`config.mk`:
```
export PLATFORM = sky130hd
export DESIGN_NAME = system_clock_ratio_control
export DESIGN_NICKNAME = d
export VERILOG_FILES = /design/src/clock_ratio_pkg.sv /design/src/system_clock_ratio_control.sv
export SDC_FILE = /design/constraint.sdc
export NUM_CORES = 1
export LEC_CHECK = 0
export CAP_MARGIN = 20
export CORE_AREA = 2 2 80 82
export CTS_CLUSTER_SIZE = 25
export DETAILED_ROUTE_END_ITERATION = 7
export DIE_AREA = 0 0 82 84
export DONT_BUFFER_PORTS = 1
export PLACE_DENSITY = 0.74
export SETUP_SLACK_MARGIN = 0.05
export SLEW_MARGIN = 20
export SYNTH_ARGS = -nofsm -noshare
export SYNTH_HDL_FRONTEND = slang
export SYNTH_SLANG_ARGS = --single-unit
```
`constraint.sdc`:
```
create_clock -name sys_clk -period 2 [get_ports sys_clk]
set_input_delay 0 -clock sys_clk [delete_from_list [all_inputs] [get_ports sys_clk]]
set_output_delay 0 -clock sys_clk [all_outputs]
set_load 0.05 [all_outputs]
```
`src/clock_ratio_pkg.sv`:
```
// Purpose: Shared constants and types for the system clock ratio control block
// Assumes: APB slave with 32-bit data, one aligned word per register
// Notes:   Offsets, fields and reset values are named here only
package clock_ratio_pkg;

	// ==========================================================
	// Register map (byte addresses)
	localparam logic [7:0] OFF_RESET_CFG  = 8'h00;
	localparam logic [7:0] OFF_LOCAL_CTRL = 8'h04;
	localparam logic [7:0] OFF_UNIT_RATIO = 8'h08;
	localparam logic [7:0] OFF_MODE_STAT  = 8'h0c;

	// ==========================================================
	// Reset configuration word low field layout
	localparam int SYSMUL_LSB  = 0;
	localparam int SYSMUL_W    = 4;
	localparam int CPU_LSB     = 4;
	localparam int CPU_W       = 3;
	localparam int MEMBIT_POS  = 7;
	localparam int LBBIT_POS   = 8;
	localparam int DIVCFG_POS  = 9;
	localparam int HOST_POS    = 10;
	localparam int CFG_W       = 11;

	// Local bus divider field width and reset value
	localparam int LDIV_W = 3;
	localparam logic [LDIV_W-1:0] LDIV_RESET = 3'h2;

	// ==========================================================
	// Unit clock selections
	typedef enum logic [1:0]
	{
		UNIT_OFF  = 2'h0,
		UNIT_FULL = 2'h1,
		UNIT_DIV2 = 2'h2,
		UNIT_DIV3 = 2'h3
	} unit_sel_t;

	// Units: 0..5 with four options, 6 is the PCI/DMA complex
	localparam int NUM_UNITS = 7;
	localparam int PCI_UNIT  = 6;
	localparam logic [1:0] DIV3_LAST = 2'h2;

	// Reset option strap settings, selectable at power-on
	localparam logic [CFG_W-1:0] HARD_OPT0 = 11'h014;
	localparam logic [CFG_W-1:0] HARD_OPT1 = 11'h423;

	// Power-on sampling sequence states, Gray coded from hold to run; run back to hold flips both bits
	typedef enum logic [1:0]
	{
		POR_HOLD   = 2'b00,
		POR_SAMPLE = 2'b01,
		POR_RUN    = 2'b11
	} por_state_t;

	// Clock ratio results carried together
	typedef struct packed
	{
		logic [SYSMUL_W-1:0] systemPllMultiplier;
		logic [CPU_W-1:0]  cpuPllRatio;
		logic              memoryClockRatioBit;
		logic              localBusClockRatioBit;
		logic              pciHostMode;
	} ratio_cfg_t;

endpackage

```
`src/system_clock_ratio_control.sv`:
```
// Purpose: Clock ratio decode, pin clock division and per-unit clock enables
// Assumes: All derived clocks are modelled as enables on sys_clk
// Notes:   Reset word is taken from straps or a hard option when the power-on reset pin releases
`timescale 1ns/1ps

// Behaviour
// - Outside host mode, platform bus multiplier is (1 + input divide config) times system PLL multiplier.
// - In host mode the scaled reference equals the primary clock input.
// - Platform clock feeds the core; core PLL ratio is passed out.
// - PLL multipliers come from reset word loaded at power-on or hard option.
// - Memory clock is half the platform clock times one plus memory ratio bit.
// - Memory pin clock is memory clock divided by two.
// - Local bus unit clock is half the platform clock times one plus its ratio bit.
// - Local bus pin clocks divide local unit clock by twice the divider field (field 0 acts as 1).
// - Configurable units reset to platform clock divided by three.
// - Units choose off, full, half or third of platform clock.
// - PCI and DMA complex run full rate by default, or off.
// - PCI input clock is dedicated pin or reference depending on host mode.
module system_clock_ratio_control
(
	input  wire logic                              sys_clk,
	input  wire logic                              sys_rst,
	input  wire logic                              powerOnResetPin_n,
	input  wire logic [clock_ratio_pkg::CFG_W-1:0] strapCfg,
	input  wire logic [1:0]                        hardOptionSel,
	input  wire logic                              req64Pin_n,
	input  wire logic                              pciClockPin,
	input  wire logic                              pciReferencePin,
	input  wire logic                              inputClockDivideCfg,
	input  wire logic                              psel,
	input  wire logic                              penable,
	input  wire logic                              pwrite,
	input  wire logic [7:0]                        paddr,
	input  wire logic [31:0]                       pwdata,
	output logic [31:0]                            prdata,
	output logic                                   pready,
	output logic                                   pslverr,
	output clock_ratio_pkg::ratio_cfg_t            ratioCfg,
	output logic [5:0]                             platformMultiplier,
	output logic                                   pciInputClock,
	output logic                                   req64Sampled,
	output logic                                   memoryClockEn,
	output logic                                   memoryBusClockOut,
	output logic                                   localBusClockEn,
	output logic                                   localBusClockOutput,
	output logic                                   localBusSyncOutput,
	output logic [clock_ratio_pkg::NUM_UNITS-1:0]  unitClockEn
);

	// ==========================================================
	// Power-on reset pin synchroniser (three stages)
	logic [2:0] porSync_reg;
	logic       porStable_reg;
	wire        porAgree = porSync_reg[1] == porSync_reg[2];

	always_ff @(posedge sys_clk)
	begin
		if (sys_rst)
		begin
			porSync_reg   <= 3'h0;
			porStable_reg <= 1'b0;
		end
		else
		begin
			porSync_reg <= {porSync_reg[1:0], powerOnResetPin_n};
			if (porAgree)
				porStable_reg <= porSync_reg[2];
		end
	end

	// Request-64 strap synchroniser
	logic [2:0] reqSync_reg;
	logic       reqStable_reg;

	always_ff @(posedge sys_clk)
	begin
		if (sys_rst)
		begin
			reqSync_reg   <= 3'h7;
			reqStable_reg <= 1'b1;
		end
		else
		begin
			reqSync_reg <= {reqSync_reg[1:0], req64Pin_n};
			if (reqSync_reg[1] == reqSync_reg[2])
				reqStable_reg <= reqSync_reg[2];
		end
	end

	// ==========================================================
	// Reset word capture sequence
	clock_ratio_pkg::por_state_t porState_reg;
	clock_ratio_pkg::por_state_t porState_next;
	logic [clock_ratio_pkg::CFG_W-1:0] resetCfg_reg;
	logic [clock_ratio_pkg::CFG_W-1:0] resetCfg_next;
	logic                              req64_reg;
	logic                              req64_next;
	wire [clock_ratio_pkg::CFG_W-1:0]  selectedCfg;

	// Straps or a hard-coded option
	assign selectedCfg = (hardOptionSel == 2'h1) ? clock_ratio_pkg::HARD_OPT0 :
		(hardOptionSel == 2'h2) ? clock_ratio_pkg::HARD_OPT1 : strapCfg;

	always_comb
	begin
		porState_next = porState_reg;
		resetCfg_next = resetCfg_reg;
		req64_next    = req64_reg;
		case (porState_reg)
			clock_ratio_pkg::POR_HOLD:
				if (porStable_reg)
					porState_next = clock_ratio_pkg::POR_SAMPLE;
			clock_ratio_pkg::POR_SAMPLE:
			begin
				resetCfg_next = selectedCfg;
				req64_next    = ~reqStable_reg;
				porState_next = clock_ratio_pkg::POR_RUN;
			end
			clock_ratio_pkg::POR_RUN:
				if (!porStable_reg)
					porState_next = clock_ratio_pkg::POR_HOLD;
			default:
				porState_next = clock_ratio_pkg::POR_HOLD;
		endcase
	end

	always_ff @(posedge sys_clk)
	begin
		if (sys_rst)
		begin
			porState_reg <= clock_ratio_pkg::POR_HOLD;
			resetCfg_reg <= clock_ratio_pkg::HARD_OPT0;
			req64_reg    <= 1'b0;
		end
		else
		begin
			porState_reg <= porState_next;
			resetCfg_reg <= resetCfg_next;
			req64_reg    <= req64_next;
		end
	end

	// ==========================================================
	// Ratio decode from the reset word
	wire running = porState_reg == clock_ratio_pkg::POR_RUN;

	always_comb
	begin
		ratioCfg.systemPllMultiplier =
			resetCfg_reg[clock_ratio_pkg::SYSMUL_LSB +: clock_ratio_pkg::SYSMUL_W];
		ratioCfg.cpuPllRatio =
			resetCfg_reg[clock_ratio_pkg::CPU_LSB +: clock_ratio_pkg::CPU_W];
		ratioCfg.memoryClockRatioBit   = resetCfg_reg[clock_ratio_pkg::MEMBIT_POS];
		ratioCfg.localBusClockRatioBit = resetCfg_reg[clock_ratio_pkg::LBBIT_POS];
		ratioCfg.pciHostMode           = resetCfg_reg[clock_ratio_pkg::HOST_POS];
	end

	// Platform multiplier relative to reference; host mode uses primary input
	wire [5:0] sysMulWide = {2'h0, ratioCfg.systemPllMultiplier};
	assign platformMultiplier = (ratioCfg.pciHostMode || !inputClockDivideCfg) ?
		sysMulWide : 6'(sysMulWide << 1);

	// PCI input clock source select
	assign pciInputClock = ratioCfg.pciHostMode ? pciReferencePin : pciClockPin;
	assign req64Sampled  = req64_reg;

	// ==========================================================
	// Memory and local bus clock enables, platform clock is sys_clk
	logic phase_reg;
	logic memPin_reg;
	logic [clock_ratio_pkg::LDIV_W-1:0] ldivCnt_reg;
	logic [clock_ratio_pkg::LDIV_W-1:0] ldivField_reg;
	logic lbPin_reg;
	logic lbSync_reg;

	// Ratio bit set: double rate; clear: one enable per two platform clocks
	assign memoryClockEn   = ratioCfg.memoryClockRatioBit | phase_reg;
	assign localBusClockEn = ratioCfg.localBusClockRatioBit | phase_reg;
	assign memoryBusClockOut   = memPin_reg;
	assign localBusClockOutput = lbPin_reg;
	assign localBusSyncOutput  = lbSync_reg;

	wire [clock_ratio_pkg::LDIV_W-1:0] ldivLast = (ldivField_reg == 3'h0) ?
		3'h0 : 3'(ldivField_reg - 3'h1);
	wire ldivWrap = ldivCnt_reg >= ldivLast;

	always_ff @(posedge sys_clk)
	begin
		if (sys_rst)
		begin
			phase_reg   <= 1'b0;
			memPin_reg  <= 1'b0;
			ldivCnt_reg <= 3'h0;
			lbPin_reg   <= 1'b0;
			lbSync_reg  <= 1'b0;
		end
		else if (!running)
		begin
			phase_reg   <= 1'b0;
			ldivCnt_reg <= 3'h0;
		end
		else
		begin
			phase_reg <= ~phase_reg;
			if (memoryClockEn)
				memPin_reg <= ~memPin_reg;
			if (localBusClockEn)
			begin
				ldivCnt_reg <= ldivWrap ? 3'h0 : 3'(ldivCnt_reg + 3'h1);
				if (ldivWrap)
				begin
					lbPin_reg  <= ~lbPin_reg;
					lbSync_reg <= ~lbPin_reg;
				end
			end
		end
	end

	// ==========================================================
	// Per-unit clock selection and enables
	logic [1:0] unitSel_reg [clock_ratio_pkg::NUM_UNITS];
	logic [1:0] unitActive_reg [clock_ratio_pkg::NUM_UNITS];
	logic [1:0] div3Cnt_reg;
	logic       div2Cnt_reg;
	wire        div3Tick = div3Cnt_reg == 2'h0;
	wire        div3Wrap = div3Cnt_reg == clock_ratio_pkg::DIV3_LAST;

	always_ff @(posedge sys_clk)
	begin
		if (sys_rst)
		begin
			div3Cnt_reg <= 2'h0;
			div2Cnt_reg <= 1'b0;
		end
		else
		begin
			div3Cnt_reg <= div3Wrap ? 2'h0 : 2'(div3Cnt_reg + 2'h1);
			div2Cnt_reg <= ~div2Cnt_reg;
		end
	end

	genvar u;
	generate
		for (u = 0; u < clock_ratio_pkg::NUM_UNITS; u++)
		begin : g_unit
			// Ratio swaps only when both dividers are at phase zero
			wire boundary = div3Tick && !div2Cnt_reg;
			always_ff @(posedge sys_clk)
			begin
				if (sys_rst)
					unitActive_reg[u] <= (u == clock_ratio_pkg::PCI_UNIT) ?
						clock_ratio_pkg::UNIT_FULL : clock_ratio_pkg::UNIT_DIV3;
				else if (boundary)
					unitActive_reg[u] <= unitSel_reg[u];
			end
			always_comb
			begin
				case (unitActive_reg[u])
					clock_ratio_pkg::UNIT_OFF:  unitClockEn[u] = 1'b0;
					clock_ratio_pkg::UNIT_FULL: unitClockEn[u] = 1'b1;
					clock_ratio_pkg::UNIT_DIV2: unitClockEn[u] = !div2Cnt_reg;
					clock_ratio_pkg::UNIT_DIV3: unitClockEn[u] = div3Tick;
					default:                    unitClockEn[u] = 1'b0;
				endcase
			end
		end
	endgenerate

	// ==========================================================
	// APB slave: zero wait states, error on unmapped address
	wire setup     = psel && !penable;
	wire access    = psel && penable;
	wire hitReset  = paddr == clock_ratio_pkg::OFF_RESET_CFG;
	wire hitLocal  = paddr == clock_ratio_pkg::OFF_LOCAL_CTRL;
	wire hitUnit   = paddr == clock_ratio_pkg::OFF_UNIT_RATIO;
	wire hitStat   = paddr == clock_ratio_pkg::OFF_MODE_STAT;
	wire mapped    = hitReset || hitLocal || hitUnit || hitStat;
	wire writeDone = access && pwrite && mapped;

	assign pready  = 1'b1;
	assign pslverr = access && !mapped;

	logic [31:0] readMux;
	logic [31:0] prdata_reg;
	logic [13:0] unitPacked;

	always_comb
	begin
		for (int i = 0; i < clock_ratio_pkg::NUM_UNITS; i++)
			unitPacked[2*i +: 2] = unitActive_reg[i];
		readMux = 32'h0;
		if (hitReset)
			readMux = {21'h0, resetCfg_reg};
		else if (hitLocal)
			readMux = {29'h0, ldivField_reg};
		else if (hitUnit)
			readMux = {18'h0, unitPacked};
		else if (hitStat)
			readMux = {28'h0, req64_reg, ratioCfg.pciHostMode, porState_reg};
	end

	assign prdata = prdata_reg;

	// Read data latched in setup so it is held through the access phase
	always_ff @(posedge sys_clk)
	begin
		if (sys_rst)
			prdata_reg <= 32'h0;
		else if (setup)
			prdata_reg <= readMux;
	end

	// Writable divider field and unit selections
	always_ff @(posedge sys_clk)
	begin
		if (sys_rst)
		begin
			ldivField_reg <= clock_ratio_pkg::LDIV_RESET;
			for (int i = 0; i < clock_ratio_pkg::NUM_UNITS; i++)
				unitSel_reg[i] <= (i == clock_ratio_pkg::PCI_UNIT) ?
					clock_ratio_pkg::UNIT_FULL : clock_ratio_pkg::UNIT_DIV3;
		end
		else if (writeDone && hitLocal)
			ldivField_reg <= pwdata[clock_ratio_pkg::LDIV_W-1:0];
		else if (writeDone && hitUnit)
		begin
			for (int i = 0; i < clock_ratio_pkg::NUM_UNITS; i++)
				if (i == clock_ratio_pkg::PCI_UNIT)
					unitSel_reg[i] <= pwdata[2*i] ? clock_ratio_pkg::UNIT_FULL :
						clock_ratio_pkg::UNIT_OFF;
				else
					unitSel_reg[i] <= pwdata[2*i +: 2];
		end
	end

endmodule

```
==> results.py <==
metrics = {
    "worst_setup_path": {
        "crit_path_end_kind": "flop",
        "cp_max_fo": 3,
        "crit_arrival_ns": 2.15,
        "start_kind": "flop",
        "crit_required_ns": 2.28,
        "path_class": "reg2reg",
        "reg2reg_slack_ns": 0.13,
    },
    "place": {
        "dp_hpwl_um": 4816,
        "dpl_cell_area_um2": 3437,
        "portBuffers": 0,
        "gp_congestion": 0.7684,
        "pre_cts_slack_ns": -0.005100,
    },
    "final_layout": {
        "nNetsFinal": 447,
        "utilization": 0.6661,
        "syn_to_final_growth_pct": 20.23,
        "fin_area_um2": 4060,
        "diodes": 0,
        "drive_above_1_share": 0.1759,
    },
    "pwr": {
        "power_w": 0.003428,
        "powerDensity_nw_per_um2": 844.3,
        "ir_drop_v": 0.0004007,
        "p_leak_nw": 1.545,
    },
    "cts": {
        "cts_buffers": 9,
        "clock_sinks": 73,
        "cts_buffer_depth": 2,
        "h-tree-depth": 3,
        "tritoncts": "yes",
        "cts_setup_buffers": 0,
        "path_clk_slew_ns": 0.08,
        "ctsRootBufferMaster": "clkbuf_8",
        "clk_latency_ns": 0.34,
    },
    "route": {
        "wl_um": 7322,
        "drtIter0Drc": 114,
        "wire_per_inst_um": 15.99,
        "drc": 0,
        "ant_nets": 0,
        "first_pass_iters": 4,
        "vias_per_cell": 5.321,
        "dr_total_vias": 2437,
    },
    "logic_synthesis": {
        "yosysSeqAreaShare": 0.5098,
        "syn_avg_cell_area_um2": 10.30,
        "dominantRegCellSynth": "dfxtp_1",
        "synth-edff-count": 26,
        "yosys.cell_types.count": 44,
        "syn_area_um2": 3377,
        "synth_warnings": 0,
        "syn_inst": 328,
        "synth_seq_cells": 73,
        "synthArstFlopShare": 0,
    },
    "sta": {
        "worst_slew_pin_slew_ns": 0.6181,
        "drv_slew": 0,
        "min_period_over_period": 0.9358,
        "whs_ns": 0.01649,
        "min_period_ns": 1.872,
        "setup_slack_ns": 0.1283,
        "final-setup-viol-count": 0,
        "rsz0062_at_grt": "no",
        "fmax_mhz": 534.3,
        "finalClockSkew_ns": 0.005441,
        "timing.final.hold_violations": 0,
        "slew_headroom": 0.5836,
    },
    "floorplanning": {
        "core_area_um2": 6096,
        "die_h_um": 84,
        "fp-row-count": 29,
        "dieWidth_um": 82,
        "dieArea_um2": 6888,
        "io_pins": 127,
        "initial_utilization": 0.5540,
    },
    "global_routing": {
        "grt-ovfl-total": 0,
        "grt_start_max_net_pins": 34,
        "grt_pass1_vias": 2299,
        "antenna_found_initial": 0,
        "grt_first_pass_wirelength_um": 10850,
        "grt.total_usage": 0.2110,
    },
    "outcome": {
        "status": "completed",
    },
    "run": {
        "drv_cap": 0,
    },
    "worst_hold_path": {
        "holdCritPathClass": "in2reg",
    },
}
-- per-stage QoR --
stage | std cells | TNS (ns)
global placement | 405 | 0
CTS | 458 | 0
detailed placement | 405 | -0.005100
global route | 458 | 0
finish | 458 | 0
floorplan | 347 | 0
-- final timing paths --
path,endpoint,from,cells past startpoint
max reg2reg,localBusSyncOutput,ldivField_reg[0],7
min reg2reg,phase_reg,phase_reg,1
max,localBusSyncOutput,ldivField_reg[0],7
min,prdata[4],paddr[2],2
-- layer usage --
| layer | global-route usage | share of wire |
|---|---|---|
| met1 | 0.2414 | 0.41 |
| met5 | 0 | 0 |
| met4 | 0.1136 | 0.026 |
| met2 | 0.3481 | 0.49 |
| met3 | 0.06061 | 0.070 |
-- Yosys cell counts, drive strengths merged (3+ instances only) --
| cell | n | share of area |
|---|---|---|
| nor2b | 6 | 0.011 |
| nor2 | 22 | 0.024 |
| nand3 | 8 | 0.012 |
| mux4 | 3 | 0.020 |
| a31oi | 6 | 0.011 |
| nand2 | 17 | 0.020 |
| nand2b | 17 | 0.031 |
| or2 | 20 | 0.037 |
| dfxtp | 47 | 0.28 |
| mux2 | 4 | 0.013 |
| nor3b | 3 | 0.0067 |
| inv | 11 | 0.012 |
| edfxtp | 26 | 0.23 |
| nor3 | 9 | 0.013 |
| a21oi | 24 | 0.036 |
| ha | 8 | 0.030 |
| a32o | 6 | 0.018 |
| and2 | 4 | 0.0078 |
| buf | 35 | 0.077 |
| clkbuf | 9 | 0.010 |
| o21ai | 13 | 0.019 |
| mux2i | 11 | 0.033 |
-- report_power, final --
group          internal, W  switching (W)
Clock             0.000707       0.000557
Sequential         0.00160      0.0000352
Combinational     0.000164       0.000370
Total              0.00247       0.000962
-- final cells by class --
class | count | area [um2]
fillers | 458 | 2036
flip-flops and latches | 73 | 1723
multi-input cells | 219 | 1413
repair buffers | 62 | 568.0
clock buffers | 10 | 127.6
well taps | 77 | 96.34
clock inverters | 6 | 91.34
inverters | 11 | 41.29
-- cell usage in the layout (no fill, tap or decap), drive strengths merged, types with 3 or more instances in the layout --
cell | synthesis | routed
a31oi | 6 | 6
ha | 8 | 8
clkbuf | 9 | 10
edfxtp | 26 | 26
nor2b | 6 | 6
nor3b | 3 | 3
nor3 | 9 | 9
a32o | 6 | 6
mux4 | 3 | 3
nand2b | 17 | 17
dfxtp | 47 | 47
buf | 35 | 26
conb | 2 | 21
o21ai | 13 | 13
nand2 | 17 | 17
inv | 11 | 12
clkinvlp | 0 | 3
or2 | 20 | 20
mux2 | 4 | 4
a21oi | 24 | 24
nor2 | 22 | 22
mux2i | 11 | 11
dlygate4sd3 | 0 | 36
nand3 | 8 | 8
and2 | 4 | 4
-- critical path: stages (launching register included) --
cell     delay (ns)
dfxtp_1        0.32
or2_4          0.25
ha_1           0.17
inv_1          0.05
ha_1           0.22
o21ai_0        0.16
or4_1          0.49
a21oi_1        0.14
-- logic make-up (layout without fill, tap and decap cells) --
family,Yosys count,after routing,synth area share
XOR/XNOR,4,4,0.01038
buffers and inverters,55,89,0.09966
other,2,21,0.002224
AND/OR/NAND/NOR,113,113,0.1845
flip-flops,73,73,0.5098
AO/OA/AOI/OAI,55,55,0.09782
multiplexers,18,18,0.06595
adder cells (fa/ha/maj),8,8,0.02964
-- repair_timing --
action / in CTS / in global routing
hold buffers: 37 / 0
endpoints found under the hold margin: 57 / 0
pin swaps: 1 / 2
resized for setup: 2 / 3
endpoints found under the setup margin: 4 / 3
(Power assumes the default switching activity.)
